--- src/core/pfr_cfg.svh ---
// timing counts and widths for the power fail / restart sequencer
// assumes a 20 MHz system clock
`ifndef PFR_CFG_SVH
`define PFR_CFG_SVH

`define PFR_CLK_HZ          20000000
`define PFR_INHIBIT_US      8000
`define PFR_INHIBIT_CYC     ((`PFR_CLK_HZ / 1000000) * `PFR_INHIBIT_US)
`define PFR_RESTORE_MS      700
`define PFR_RESTORE_CYC     ((`PFR_CLK_HZ / 1000) * `PFR_RESTORE_MS)
`define PFR_DESC_W          16
`define PFR_CNT_W           24

`endif

--- src/core/pfr_pkg.sv ---
// types shared by the power fail / restart sequencer
// constants live in pfr_cfg.svh
package pfr_pkg;

    typedef enum logic [2:0]
    {
        ST_RUN,
        ST_WARN,
        ST_INHIBIT,
        ST_RESTORE,
        ST_LOAD
    } seq_e;

    typedef struct packed
    {
        logic        req;
        logic [15:0] data;
    } load_s;

endpackage

--- src/core/pfr_seq.sv ---
// power fail / automatic restart sequencer top
// assumes SENSE_OK is synchronous to CLK; the descriptor switches are static
`include "pfr_cfg.svh"
`timescale 1ns/10ps

// Overview of operation
// - supply-good falling raises a power-fail interrupt request
// - memory inhibit asserts about 8 ms after the power-fail interrupt
// - while inhibit is active every write request is blocked at WRITE_EN
// - after supply returns wait about 0.7 s before supply-good reasserts
// - releasing power clear enters the automatic load sequence
// - load begins by reading the 16-bit load descriptor switches
module pfr_seq
#(
    parameter int INHIBIT_CYC = `PFR_INHIBIT_CYC,
    parameter int RESTORE_CYC = `PFR_RESTORE_CYC
)
(
    input  wire logic                    CLK,
    input  wire logic                    RST,
    input  wire logic                    CE,
    input  wire logic                    SENSE_OK,
    input  wire logic [`PFR_DESC_W-1:0]  LOAD_DESCRIPTOR_SWITCHES,
    input  wire logic                    WRITE_REQ,
    output logic                         WRITE_EN,
    output logic                         POWER_OK,
    output logic                         POWER_FAIL_IRQ,
    output logic                         MEM_INHIBIT,
    output logic                         POWER_CLEAR,
    output pfr_pkg::load_s               LOAD_START
);
    import pfr_pkg::*;

    ////////////////////////////////////////////////////////////////////////
    seq_e                   state;
    logic                   t_done;
    logic                   t_start;
    logic [`PFR_CNT_W-1:0]  t_load;

    // states in which the supply counts as present
    function automatic logic is_powered(input seq_e s);
        is_powered = (s == ST_RUN) || (s == ST_LOAD);
    endfunction

    // a drop during restore aborts the delay and returns to inhibit, without a new warning
    assign t_start = (is_powered(state) && !SENSE_OK)
                   || (state == ST_INHIBIT && SENSE_OK);
    assign t_load  = (state == ST_INHIBIT) ? `PFR_CNT_W'(RESTORE_CYC)
                                           : `PFR_CNT_W'(INHIBIT_CYC);

    pfr_delay #(.W(`PFR_CNT_W)) u_delay
    (
        .clk   (CLK),
        .rst   (RST),
        .ce    (CE),
        .start (t_start),
        .abort (state == ST_RESTORE && !SENSE_OK),
        .load  (t_load),
        .done  (t_done)
    );

    ////////////////////////////////////////////////////////////////////////
    // reset lands in inhibit so a supply that is already up still runs the restore delay
    always_ff @(posedge CLK or posedge RST)
    begin
        if (RST)
            state <= ST_INHIBIT;
        else if (CE)
        begin
            case (state)
                ST_RUN:
                    if (!SENSE_OK)
                        state <= ST_WARN;
                ST_WARN:
                    if (t_done)
                        state <= ST_INHIBIT;
                ST_INHIBIT:
                    if (SENSE_OK)
                        state <= ST_RESTORE;
                ST_RESTORE:
                    if (!SENSE_OK)
                        state <= ST_INHIBIT;
                    else if (t_done)
                        state <= ST_LOAD;
                ST_LOAD:
                    if (!SENSE_OK)
                        state <= ST_WARN;
                    else
                        state <= ST_RUN;
                default:
                    state <= ST_INHIBIT;
            endcase
        end
    end

    ////////////////////////////////////////////////////////////////////////
    // marks the first enabled cycle after reset, when the outputs must sit safe
    logic boot;
    always_ff @(posedge CLK or posedge RST)
    begin
        if (RST)
            boot <= 1'b1;
        else if (CE)
            boot <= 1'b0;
    end

    always_ff @(posedge CLK or posedge RST)
    begin
        if (RST)
            POWER_FAIL_IRQ <= 1'b0;
        else if (CE)
            POWER_FAIL_IRQ <= is_powered(state) && !SENSE_OK;
    end

    always_ff @(posedge CLK or posedge RST)
    begin
        if (RST)
            MEM_INHIBIT <= 1'b1;
        else if (CE)
            MEM_INHIBIT <= (state == ST_WARN && t_done) || state == ST_INHIBIT
                        || (state == ST_RESTORE && !t_done);
    end

    always_ff @(posedge CLK or posedge RST)
    begin
        if (RST)
            WRITE_EN <= 1'b0;
        else if (CE)
            WRITE_EN <= WRITE_REQ && !MEM_INHIBIT
                     && !(state == ST_WARN && t_done) && state != ST_INHIBIT;
    end

    always_ff @(posedge CLK or posedge RST)
    begin
        if (RST)
            POWER_OK <= 1'b0;
        else if (CE)
            POWER_OK <= SENSE_OK && ((state == ST_RESTORE && t_done)
                     || is_powered(state));
    end

    always_ff @(posedge CLK or posedge RST)
    begin
        if (RST)
            POWER_CLEAR <= 1'b1;
        else if (CE)
            POWER_CLEAR <= !POWER_OK || !SENSE_OK;
    end

    always_ff @(posedge CLK or posedge RST)
    begin
        if (RST)
            LOAD_START <= '0;
        else if (CE)
        begin
            LOAD_START.req <= state == ST_LOAD && SENSE_OK;
            if (state == ST_LOAD)
                LOAD_START.data <= LOAD_DESCRIPTOR_SWITCHES;
        end
    end

    ////////////////////////////////////////////////////////////////////////
    AST_IRQ_ON_DROP: assert property (@(posedge CLK) disable iff (RST)
        CE && state == ST_RUN && !SENSE_OK |=> POWER_FAIL_IRQ)
        else $error("no power-fail interrupt after drop");

    AST_INHIBIT_AFTER_WARN: assert property (@(posedge CLK) disable iff (RST)
        state == ST_WARN |-> !MEM_INHIBIT)
        else $error("inhibit asserted before warning interval ended");

    AST_NO_WRITE_INHIBIT: assert property (@(posedge CLK) disable iff (RST)
        MEM_INHIBIT |-> !WRITE_EN)
        else $error("write passed while inhibited");

    AST_OK_NEEDS_DELAY: assert property (@(posedge CLK) disable iff (RST)
        $rose(POWER_OK) |-> $past(state) == ST_RESTORE || $past(state) == ST_LOAD)
        else $error("supply-good rose without restore delay");

    AST_LOAD_ON_RELEASE: assert property (@(posedge CLK) disable iff (RST)
        LOAD_START.req |-> $past(state) == ST_LOAD)
        else $error("load started outside load state");

    AST_DESC_READ: assert property (@(posedge CLK) disable iff (RST)
        CE && state == ST_LOAD |=> LOAD_START.data == $past(LOAD_DESCRIPTOR_SWITCHES))
        else $error("descriptor not captured");

    AST_CLEAR_WHEN_BAD: assert property (@(posedge CLK) disable iff (RST)
        !POWER_OK |-> POWER_CLEAR)
        else $error("power clear released without supply-good");

    AST_BOOT_CLEAR: assert property (@(posedge CLK) disable iff (RST)
        boot |-> POWER_CLEAR && MEM_INHIBIT)
        else $error("outputs not safe at boot");

    AST_IRQ_ONE_CYCLE: assert property (@(posedge CLK) disable iff (RST)
        CE && POWER_FAIL_IRQ |=> !POWER_FAIL_IRQ)
        else $error("power-fail interrupt longer than one cycle");

    AST_INHIBIT_ENTRY: assert property (@(posedge CLK) disable iff (RST)
        $rose(MEM_INHIBIT) |-> state == ST_INHIBIT)
        else $error("inhibit rose outside the failure path");

    AST_LOAD_ONE_CYCLE: assert property (@(posedge CLK) disable iff (RST)
        CE && LOAD_START.req |=> !LOAD_START.req)
        else $error("load start longer than one cycle");

    AST_LOAD_AFTER_CLEAR: assert property (@(posedge CLK) disable iff (RST)
        LOAD_START.req |-> !POWER_CLEAR && POWER_OK)
        else $error("load started while power clear held");

    AST_CLEAR_RELEASE: assert property (@(posedge CLK) disable iff (RST)
        $fell(POWER_CLEAR) |-> POWER_OK)
        else $error("power clear released without supply-good");
endmodule

--- src/core/pfr_delay.sv ---
// down counter: pulses done when a started interval has elapsed
// assumes start is a one-cycle pulse; restart reloads
`timescale 1ns/10ps
module pfr_delay
#(
    parameter int W = 24
)
(
    input  wire logic         clk,
    input  wire logic         rst,
    input  wire logic         ce,
    input  wire logic         start,
    input  wire logic         abort,
    input  wire logic [W-1:0] load,
    output logic              done
);
    logic [W-1:0] count;
    logic         busy;

    always_ff @(posedge clk or posedge rst)
    begin
        if (rst)
        begin
            count <= '0;
            busy  <= 1'b0;
            done  <= 1'b0;
        end
        else if (ce)
        begin
            done <= 1'b0;
            if (abort)
                busy <= 1'b0;
            else if (start)
            begin
                count <= load;
                busy  <= 1'b1;
            end
            else if (busy)
            begin
                if (count <= W'(1))
                begin
                    busy <= 1'b0;
                    done <= 1'b1;
                end
                else
                    count <= count - W'(1);
            end
        end
    end
endmodule

--- config.mk ---
export PLATFORM = sky130hd
export DESIGN_NAME = pfr_seq
export DESIGN_NICKNAME = d
export VERILOG_FILES = /design/src/core/pfr_pkg.sv /design/src/core/pfr_seq.sv /design/src/core/pfr_delay.sv
export VERILOG_INCLUDE_DIRS = /design/src /design/src/core
export SDC_FILE = /design/constraint.sdc
export NUM_CORES = 1
export LEC_CHECK = 0
export ABC_AREA = 1
export CORE_ASPECT_RATIO = 0.9
export CORE_MARGIN = 2
export CORE_UTILIZATION = 39
export DETAILED_ROUTE_END_ITERATION = 12
export DONT_BUFFER_PORTS = 1
export PLACE_DENSITY_LB_ADDON = 0.1
export SLEW_MARGIN = 20
export SYNTH_ARGS = -nofsm -noshare
export SYNTH_HDL_FRONTEND = slang
export SYNTH_SLANG_ARGS = --single-unit
export TNS_END_PERCENT = 5
--- constraint.sdc ---
create_clock -name CLK -period 2.1 [get_ports CLK]
set_input_delay 0.21 -clock CLK [delete_from_list [all_inputs] [get_ports CLK]]
set_output_delay 0.21 -clock CLK [all_outputs]
set_load 0.02 [all_outputs]
==> results of run 1 <==
## synth_stat cells, types with 4 or more instances
cell / n / area share
sky130_fd_sc_hd__a21oi_1: 8 / 0.013
sky130_fd_sc_hd__a21oi_2: 5 / 0.015
sky130_fd_sc_hd__dfrtp_1: 48 / 0.40
sky130_fd_sc_hd__inv_1: 35 / 0.044
sky130_fd_sc_hd__mux2_2: 16 / 0.060
sky130_fd_sc_hd__nand2_1: 89 / 0.11
sky130_fd_sc_hd__nand3_1: 29 / 0.049
sky130_fd_sc_hd__nand4_1: 6 / 0.013
sky130_fd_sc_hd__nor2_1: 56 / 0.070
sky130_fd_sc_hd__nor2_2: 8 / 0.017
sky130_fd_sc_hd__nor2_4: 4 / 0.015
sky130_fd_sc_hd__o21ai_0: 8 / 0.013
sky130_fd_sc_hd__o21ai_1: 6 / 0.010
sky130_fd_sc_hd__o21ai_2: 8 / 0.023
sky130_fd_sc_hd__xor2_1: 5 / 0.015
## per-layer routing
metal / wire length, microns / track usage
met1: 3497 / 0.2674
met4: 60 / 0.03506
met2: 2991 / 0.2696
met3: 272 / 0.02771
met5: 0 / 0
## final timing paths
| path | from | endpoint | cells past startpoint |
|---|---|---|---|
| max in group asynchronous | RST | POWER_CLEAR | 3 |
| max | state[1] | u_delay.count[16] | 10 |
| min reg2reg | u_delay.busy | u_delay.busy | 2 |
| min | CE | MEM_INHIBIT | 2 |
| max reg2reg | state[1] | u_delay.count[16] | 10 |
| min in group asynchronous | RST | LOAD_START[0] | 2 |
## worst max-delay path, cell delays in order, from the launching register on
cell and delay [ns]:
sky130_fd_sc_hd__dfstp_2 0.64, sky130_fd_sc_hd__nand2_1 0.10, sky130_fd_sc_hd__inv_2 0.07, sky130_fd_sc_hd__nand2_4 0.08, sky130_fd_sc_hd__nand2_8 0.11, sky130_fd_sc_hd__nor2_2 0.06
sky130_fd_sc_hd__nor2_4 0.14, sky130_fd_sc_hd__nand2_8 0.14, sky130_fd_sc_hd__inv_6 0.25, sky130_fd_sc_hd__nor2_1 0.07, sky130_fd_sc_hd__a21oi_1 0.12
## report_power, final
group / switching, mW / internal (mW) / leakage [nW]
Combinational: 1.28 / 0.729 / 0.840
Sequential: 0.495 / 1.33 / 0.639
Clock: 0.369 / 0.248 / 0.0502
Total: 2.14 / 2.30 / 1.53
## cell type report
type,instances,area share
inverter,40,0.04834
clock inverter,3,0.008967
timing repair buffer,8,0.02105
tap,96,0.03743
sequential,51,0.3988
multi-input combinational,271,0.4639
clock buffer,5,0.02144
## per-stage QoR
stage	total power [mW]	instances	hold slack, ns	setup WS (ns)	util
after floorplan	3.420	369	0.2823	0.4589	-
after global placement	3.850	463	0.07607	0.3013	0.4126
after detailed placement	3.854	463	0.07671	0.2499	0.4126
after CTS	4.482	474	0.02691	0.2245	0.4296
after global routing	4.857	474	0.02091	0.06185	0.4296
final	4.448	474	0.02419	0.2377	0.4296
## cells by family after synthesis
kind of cell | after synthesis | synth area share
fa+ha+maj | 2 | 0.008377
compound gates | 42 | 0.09091
buf+inv | 47 | 0.07289
xor+xnor | 5 | 0.01466
simple gates | 206 | 0.3243
mux | 16 | 0.06033
flops | 51 | 0.4286
==> reports/summary.txt, run 1 <==
cell at the root of the clock tree: sky130_fd_sc_hd__clkbuf_8
# hold bufs at CTS: 3
Syn-to-layout area delta: 7.457%
leakage power total: 1.530 nW
peak supply drop: 0.4871 mV
final routed wirelength across all metal layers: 6822 microns
Pwr per Cell Area: 1386 mW/mm^2
Synth Cell Area: 0.002987 sq mm
wire length of the first global-routing pass: 11430 microns
I/O pin cnt: 43
critical path class: reg2reg
summed negative setup slack over all endpoints: 0 ns
registers with the highest flip-flop counts: u_delay.count x24, LOAD_START x17, state x3
most instantiated flip-flop cell in the synthesis netlist: sky130_fd_sc_hd__dfrtp_1
classification of the worst-slack hold path: in2reg
DR iter-0 viols: 139
Avg Synthesized Cell Area: 8.094 sq um
final cell area excluding filler cells: 0.003209 sq mm
nets: 400
critical path startpoint category: register
clock tree sinks: 51
crit share post-route: 0.8868
flop-to-flop setup slack: 0.24 ns
detail-routed net length per standard cell: 14.39 microns
number of buffers inserted during clock tree synthesis: 5
Die Width: 96.25 microns
detail-routed via count per cell: 4.981
Mapped Nets: 392
number of remaining DRC errors: 0
final-layout fill cell count: 777
Clock Tree Buf Depth: 2
placed cell areas: 0.003082 sq mm
flip-flop count of the largest register after layout: 24
slew at the pin with the worst max-slew slack: 0.4362 ns
number of distinct library cells after synthesis: 37
worst-path maximum fanout: 24
all-layer global routing usage: 0.1774
I/O Buffers: 0
share of cells above drive strength 1: 0.1931
HPWL Detailed: 5095 microns
setup skew after layout: 0.007109 ns
WP data arrival: 2.10 ns
core region area: 0.007470 sq mm
footprint of the multi-input gates: 0.001489 sq mm
count of flip-flops with a built-in enable after synthesis: 0
final hold violation count: 0
sort of element at the end of the critical path: register
remaining antenna violation count after routing: 0
clock insertion delay at the later pin of the skew report: 0.31 ns
post-synthesis cell count: 369
number of buffers added for setup after CTS: 0
most frequent standard cell in the layout excluding fill and tap cells: sky130_fd_sc_hd__nand2_1
run status: finished clean
Die H: 87.02 microns
total gr overflow: 0
Max Fclk: 0.5370 GHz
max-slew violation count: 0
antenna violations before repair: 0
H-tree levels: 2
via count of the first global-routing pass: 2307
Final setup viols: 0
number of rows created at floorplan: 30
number of register bits inferred by synthesis: 51
gpl congestion: 0.8467
clock transition time at the flip-flop clock pins of the worst setup and hold paths: 0.10 ns
number of iterations in the first detailed-routing pass: 5
Post-synth ARST share: 1.000
commonest cells after routing, fill and taps aside: 89 x sky130_fd_sc_hd__nand2_1, 56 x sky130_fd_sc_hd__nor2_1, 48 x sky130_fd_sc_hd__dfrtp_1
count of instances resized after the clock tree is built: 0
antenna cells: 0
portion of the post-synthesis area used by sequential elements: 0.4286
register with the most flip-flops: u_delay.count
maximum number of pins on one net before global-route repair: 25
Via Count: 2361
CTS tree: yes
required arrival time at the worst endpoint: 2.34 ns
unrepaired setup endpoints after global routing: false
total area of sequential cells: 0.001280 sq mm
warnings from Yosys: 0
minimum clock period: 1.862 ns
effective utilization at floorplan: 0.3998
die footprint: 0.008375 sq mm
headroom to the max-slew limit: 0.7081
number of maximum-capacitance violations: 0
Note: power is estimated with default switching activity, not from simulation.
==> run 2: changes to the inputs <==
--- a/config.mk
+++ b/config.mk
@@ -16,5 +16,6 @@
 export SLEW_MARGIN = 20
 export SYNTH_ARGS = -nofsm -noshare
 export SYNTH_HDL_FRONTEND = slang
+export SYNTH_HIERARCHICAL = 1
 export SYNTH_SLANG_ARGS = --single-unit
 export TNS_END_PERCENT = 5
==> reports/summary.txt, run 2 <==
slew at the pin with the worst max-slew slack: 0.5442 ns (+0.1081 ns)
antenna cells: 0 (unchanged)
number of maximum-capacitance violations: 0 (unchanged)
registers with the highest flip-flop counts: u_delay/count x24, LOAD_START x17, state x3
cell mode on critical path: sky130_fd_sc_hd__nand2_1
area share of the largest cell type after synthesis: 0.3823 (-0.01986)
final routed wirelength across all metal layers: 6974 microns (+2.2%)
die footprint: 0.008791 sq mm (+5.0%)
nets: 499 (+25%)
count of flip-flops with a built-in enable after synthesis: 0 (unchanged)
peak supply drop: 0.5868 mV (+20%)
Die H: 89.15 microns (+2.4%)
number of rows created at floorplan: 31 (+3.3%)
top cells by area, synth: sky130_fd_sc_hd__dfrtp_1 38%, sky130_fd_sc_hd__nand2_1 18%, sky130_fd_sc_hd__nor2_1 9.1%
unrepaired setup endpoints after global routing: false
core region area: 0.007951 sq mm (+6.4%)
post-place setup slack: 0.03202 ns (-0.2179 ns)
number of iterations in the first detailed-routing pass: 5 (unchanged)
I/O pin cnt: 43 (unchanged)
Clock Tree Buf Depth: 2 (unchanged)
summed negative setup slack over all endpoints: 0 ns (unchanged)
commonest cells after routing, fill and taps aside: 150 x sky130_fd_sc_hd__nand2_1, 75 x sky130_fd_sc_hd__nor2_1, 48 x sky130_fd_sc_hd__dfrtp_1
largest delay contributor family on the critical path: simple AND/OR/NAND/NOR gates
DR iter-0 viols: 87 (-37%)
slowest stage cell, crit path: sky130_fd_sc_hd__dfstp_2
crit share post-route: 0.9219 (+0.03507)
critical path class: reg2reg
maximum number of pins on one net before global-route repair: 35 (+40%)
detail-routed net length per standard cell: 12.11 microns (-16%)
Bufs and invs on worst path: 1 (-1)
Synth Cell Area: 0.003142 sq mm (+5.2%)
I/O Buffers: 0 (unchanged)
total gr overflow: 0 (unchanged)
wire length of the first global-routing pass: 11730 microns (+2.7%)
gpl congestion: 0.8347 (-1.4%)
clock transition time at the flip-flop clock pins of the worst setup and hold paths: 0.10 ns (about the same)
remaining antenna violation count after routing: 0 (unchanged)
final-layout fill cell count: 795 (+2.3%)
Via Count: 2665 (+13%)
Max Fclk: 0.5165 GHz (-3.8%)
Post-synth ARST share: 1.000 (unchanged)
minimum clock period: 1.936 ns (+0.07364 ns)
WP data arrival: 2.15 ns (+0.05 ns)
register with the most flip-flops: u_delay/count
most common library cells after synthesis: 150 x sky130_fd_sc_hd__nand2_1, 76 x sky130_fd_sc_hd__nor2_1, 48 x sky130_fd_sc_hd__dfrtp_1, 46 x sky130_fd_sc_hd__inv_1, 30 x sky130_fd_sc_hd__o21ai_0
HPWL Detailed: 5029 microns (-1.3%)
Pwr per Cell Area: 1536 mW/mm^2 (+11%)
antenna violations before repair: 0 (unchanged)
Syn-to-layout area delta: 11.23%
classification of the worst-slack hold path: in2reg
via count of the first global-routing pass: 2444 (+5.9%)
Die Width: 98.61 microns (+2.5%)
critical path startpoint category: register
clock tree sinks: 51 (unchanged)
most frequent standard cell in the layout excluding fill and tap cells: sky130_fd_sc_hd__nand2_1
flip-flop count of the largest register after layout: 24 (unchanged)
worst-path maximum fanout: 9 (-63%)
max-slew violation count: 0 (unchanged)
cells along the critical path: nor2_4 > nand2_1 > o21ai_2 > nor2_2 > nand3_1 > nor2_2 > nand2_2 > nand2_8 > buf_4 > nor2_1 > nand2_1 > nand2_1
Final setup viols: 0 (unchanged)
all-layer global routing usage: 0.1653 (-0.01201)
footprint of the multi-input gates: 0.001632 sq mm (+9.6%)
number of distinct library cells after synthesis: 37 (unchanged)
clock insertion delay at the later pin of the skew report: 0.31 ns (about the same)
post-synthesis cell count: 459 (+24%)
most frequent cell after synthesis: sky130_fd_sc_hd__nand2_1
worst hold margin: 0.03341 ns (+0.009213 ns)
sort of element at the end of the critical path: register
setup skew after layout: 0.007713 ns (+0.0006033 ns)
Avg Synthesized Cell Area: 6.845 sq um (-15%)
share of cells above drive strength 1: 0.1237 (-0.06943)
total placed cells including tap cells: 561 (+21%)
CTS tree: yes
final hold violation count: 0 (unchanged)
required arrival time at the worst endpoint: 2.31 ns (-0.03 ns)
final cell count without fillers: 576 (+22%)
run status: finished clean
portion of the post-synthesis area used by sequential elements: 0.4074 (-0.02116)
PnR Total Power: 5.369 mW (+21%)
cell type with the highest aggregate area in the netlist: sky130_fd_sc_hd__dfrtp_1
warnings from Yosys: 6 (+6)
number of remaining DRC errors: 0 (unchanged)
total area of sequential cells: 0.001280 sq mm (unchanged)
detail-routed via count per cell: 4.627 (-7.1%)
leakage power total: 1.791 nW (+17%)
cell at the root of the clock tree: sky130_fd_sc_hd__clkbuf_8
H-tree levels: 2 (unchanged)
number of buffers inserted during clock tree synthesis: 5 (unchanged)
headroom to the max-slew limit: 0.6368 (-0.07138)
min setup slack post-route: 0.1640 ns (-0.07364 ns)
number of register bits inferred by synthesis: 51 (unchanged)
effective utilization at floorplan: 0.3951 (-0.004711)
most instantiated flip-flop cell in the synthesis netlist: sky130_fd_sc_hd__dfrtp_1
stage delay of the slowest cell on the critical path: 0.60 ns (-0.04 ns)
-- run 2: cells by family after synthesis --
group,count (synthesis),share of synthesized area
AO/OA/AOI/OAI,46,0.08283
XOR/XNOR,4,0.01115
adder cells (fa/ha/maj),2,0.007964
buffers and inverters,64,0.09000
flip-flops,51,0.4074
other,2,0.002390
AND/OR/NAND/NOR,290,0.3982
-- run 2: cell type report --
cell class | count | area share
Clock buffer | 5 | 0.01969
Clock inverter | 3 | 0.01933
Inverter | 50 | 0.05442
Multi-Input combinational cell | 353 | 0.4669
Sequential cell | 51 | 0.3663
Tap cell | 99 | 0.03545
Timing Repair Buffer | 15 | 0.03795
-- run 2: final timing paths --
path / start / end / slack (ns) / depth (start not counted)
worst min-delay path: LOAD_DESCRIPTOR_SWITCHES[1] / LOAD_START[1] / 0.03 / 2
min in group asynchronous: RST / LOAD_START[13] / 0.39 / 3
worst min register to register: u_delay/count[21] / u_delay/count[21] / 0.55 / 2
worst max-delay path: state[1] / u_delay/count[11] / 0.16 / 12
max in group asynchronous: RST / MEM_INHIBIT / 1.41 / 3
worst max register to register: state[1] / u_delay/count[11] / 0.16 / 12
-- run 2: routing by layer --
metal	track usage	part of all wire
met1	0.2308	0.52
met2	0.2647	0.44
met3	0.03362	0.028
met4	0.04483	0.013
met5	0	0
-- run 2: per-stage QoR --
step | cell area [sq um] | utilization
floorplan | 3176 | -
CTS | 3446 | 0.4334
global route | 3495 | 0.4395
finish | 3495 | 0.4395
global placement | 3279 | 0.4124
detailed placement | 3279 | 0.4124
-- run 2: what timing repair did --
item | in CTS | in global routing
endpoints found under the setup margin | 0 | 23
resized for setup | 0 | 4
setup buffers | 0 | 4
endpoints found under the hold margin | 51 | 0
hold buffers | 3 | 0
-- run 2: report_power, final --
group	leakage [nW]	switching (mW)	internal, mW
registers	0.648	0.633	1.41
clock network	0.0644	0.355	0.475
logic	1.08	1.57	0.926
-- run 2: worst reg2reg max path, delay by kind of cell (launching register included) --
kind | cells | cell delay [ns]
AOI/OAI and AO/OA | 1 | 0.10
buffers and inverters | 1 | 0.17
DFF | 1 | 0.60
and+or+nand+nor | 10 | 0.99
==> run 3: changes to the inputs <==
--- a/config.mk
+++ b/config.mk
@@ -7,12 +7,13 @@
 export NUM_CORES = 1
 export LEC_CHECK = 0
 export ABC_AREA = 1
-export CORE_ASPECT_RATIO = 0.9
+export CORE_ASPECT_RATIO = 1.5
 export CORE_MARGIN = 2
 export CORE_UTILIZATION = 39
 export DETAILED_ROUTE_END_ITERATION = 12
 export DONT_BUFFER_PORTS = 1
 export PLACE_DENSITY_LB_ADDON = 0.1
+export RECOVER_POWER = 100
 export SLEW_MARGIN = 20
 export SYNTH_ARGS = -nofsm -noshare
 export SYNTH_HDL_FRONTEND = slang
==> reports/summary.txt, run 3 (synthesized netlist as in run 2, its figures left out) <==
leakage power total: 1.772 nW (-1.1%)
Clock Tree Buf Depth: 2 (unchanged)
total gr overflow: 0 (unchanged)
Critical R2R Capture: u_delay/count[14]
logic depth of the worst register-to-register path: 12 (unchanged)
crit share post-route: 0.9005 (-0.02140)
detail-routed net length per standard cell: 12.67 microns (+4.7%)
worst-path maximum fanout: 23 (+14)
classification of the worst-slack hold path: in2reg
effective utilization at floorplan: 0.3973 (+0.002188)
gpl congestion: 0.8435 (+1.1%)
final hold violation count: 0 (unchanged)
required arrival time at the worst endpoint: 2.29 ns (-0.02 ns)
clock tree sinks: 51 (unchanged)
Via Count: 2714 (+1.8%)
I/O pin cnt: 43 (unchanged)
setup skew after layout: 0.004267 ns (-0.003446 ns)
minimum clock period: 1.891 ns (-0.04494 ns)
Max Fclk: 0.5288 GHz (+2.4%)
max-slew violation count: 0 (unchanged)
number of buffers inserted during clock tree synthesis: 5 (unchanged)
headroom to the max-slew limit: 0.1481 (-0.4887)
endpoint of the most critical setup path: u_delay/count[14]
share of cells above drive strength 1: 0.1050 (-0.01865)
registers with the highest flip-flop counts: u_delay/count x24, LOAD_START x17, state x3
flop-to-flop setup slack: 0.21 ns (+0.04 ns)
most frequent standard cell in the layout excluding fill and tap cells: sky130_fd_sc_hd__nand2_1
Die Width: 77.29 microns (-22%)
register with the most flip-flops: u_delay/count
via count of the first global-routing pass: 2563 (+4.9%)
commonest cells after routing, fill and taps aside: 149 x sky130_fd_sc_hd__nand2_1, 76 x sky130_fd_sc_hd__nor2_1, 48 x sky130_fd_sc_hd__dfrtp_1
number of rows created at floorplan: 40 (+29%)
startpoint of the most critical setup path: state[1]
Die H: 113.9 microns (+28%)
Syn-to-layout area delta: 10.47%
antenna violations before repair: 0 (unchanged)
CTS tree: yes
maximum number of pins on one net before global-route repair: 34 (-2.9%)
HPWL Detailed: 5381 microns (+7.0%)
all-layer global routing usage: 0.1803 (+0.01495)
reg2reg start: state[1]
unrepaired setup endpoints after global routing: false
Sequential Power Share: 0.387 (+0.006)
WP data arrival: 2.08 ns (-0.07 ns)
number of maximum-capacitance violations: 0 (unchanged)
wire length of the first global-routing pass: 12590 microns (+7.3%)
remaining antenna violation count after routing: 0 (unchanged)
PnR Total Power: 5.331 mW (-0.70%)
final cell area excluding filler cells: 0.003471 sq mm (-0.68%)
die footprint: 0.008805 sq mm (+0.15%)
run status: finished clean
number of remaining DRC errors: 0 (unchanged)
critical path startpoint category: register
placed cell areas: 0.003287 sq mm (+0.23%)
H-tree levels: 2 (unchanged)
core region area: 0.007908 sq mm (-0.55%)
number of cells on the worst hold path: 1 (-1)
DR iter-0 viols: 99 (+14%)
detail-routed via count per cell: 4.671 (+0.96%)
number of iterations in the first detailed-routing pass: 4 (-1)
critical path class: reg2reg
relative contribution of combinational cells to total power: 0.460 (-0.004)
antenna cells: 0 (unchanged)
fin util: 0.4389 (-0.0005720)
switching part of the total power: 0.4851 (+0.009296)
peak supply drop: 0.5909 mV (+0.70%)
slew at the pin with the worst max-slew slack: 1.278 ns (+0.7337 ns)
sort of element at the end of the critical path: register
switching power: 2.586 mW (+1.2%)
final routed wirelength across all metal layers: 7364 microns (+5.6%)
clock transition time at the flip-flop clock pins of the worst setup and hold paths: 0.07 ns (-0.03 ns)
worst hold margin: 0.02509 ns (-0.008313 ns)
clock insertion delay at the later pin of the skew report: 0.29 ns (-0.02 ns)
I/O Buffers: 0 (unchanged)
nets: 498 (-0.20%)
Final setup viols: 0 (unchanged)
final-layout fill cell count: 870 (+9.4%)
cell at the root of the clock tree: sky130_fd_sc_hd__clkbuf_16
Clock Power Share: 0.154 (about the same)
internal power summed over all cells: 2.745 mW (-2.5%)
flip-flop count of the largest register after layout: 24 (unchanged)
Pwr per Cell Area: 1536 mW/mm^2 (about the same)
-- run 3: cell types whose count changed in the layout (fill, tap and decap cells not counted), sizes merged --
cell and delta:
clkinv +1, buf -5, clkbuf +4, bufinv -2, clkinvlp +1
-- run 3: power groups by stage --
stage	combinational, mW	clock (mW)	sequential, mW
finish	2.45	0.820	2.06
global route	2.87	0.893	2.13
CTS	2.46	0.848	2.08
detailed placement	2.44	0	2.09
global placement	2.40	0	2.09
floorplan	2.02	0	1.93
-- run 3: worst min path at each step --
stage	start	endpoint	slack, ns
final	CE	u_delay/busy	0.03
after global routing	CE	u_delay/done	0.008
after CTS	CE	u_delay/done	0.01
after detailed placement	RST	LOAD_START[0]	0.17
after global placement	RST	LOAD_START[0]	0.17
after floorplan	RST	LOAD_START[0]	0.24
-- run 3: cell type report --
cell class / instances / area, sq um / share of cell area
clock buffers: 5 / 125.1 / 0.03605
clock inverters: 3 / 20.02 / 0.005768
inverters: 50 / 190.2 / 0.05479
multi-input cells: 353 / 1609 / 0.4636
flip-flops and latches: 51 / 1280 / 0.3688
well taps: 105 / 131.4 / 0.03785
repair buffers: 14 / 115.1 / 0.03316
-- run 3: through the flow --
step,setup slack [ns],setup TNS (ns),instances
final,0.2090,0,581
after global routing,0.04126,0,581
after CTS,0.09308,0,578
after detailed placement,-0.008011,-0.01466,567
after global placement,0.02386,0,567
after floorplan,0.2274,0,468
-- run 3: worst max-delay path: stages, from the launching register on --
cell and delay (ns):
sky130_fd_sc_hd__dfstp_2 0.58, sky130_fd_sc_hd__nor2_4 0.06, sky130_fd_sc_hd__nand2_2 0.11, sky130_fd_sc_hd__o21ai_4 0.09
sky130_fd_sc_hd__nor2_2 0.14, sky130_fd_sc_hd__nand3_1 0.13, sky130_fd_sc_hd__nor2_2 0.13, sky130_fd_sc_hd__nand2_2 0.10
sky130_fd_sc_hd__nand2_4 0.13, sky130_fd_sc_hd__buf_12 0.16, sky130_fd_sc_hd__nor2_1 0.05, sky130_fd_sc_hd__nand2_1 0.06
sky130_fd_sc_hd__nand2_1 0.05
-- run 3: routing by layer --
layer  vias up  track usage  wire length, microns
met5         -            0                     0
met4         0      0.05476                    86
met3         5      0.02927                   275
met2        56       0.3420                  3976
met1      1217       0.2045                  3026
li1       1436            -                     -
-- run 3: repair_timing --
item / CTS / global route
hold buffers: 3 / 0
cloned: 0 / 0
hold endpoints to repair: 49 / 0
pin swaps: 1 / 1
gates resized for setup: 2 / 3
buffers inserted: 0 / 3
setup endpoints to repair: 8 / 14
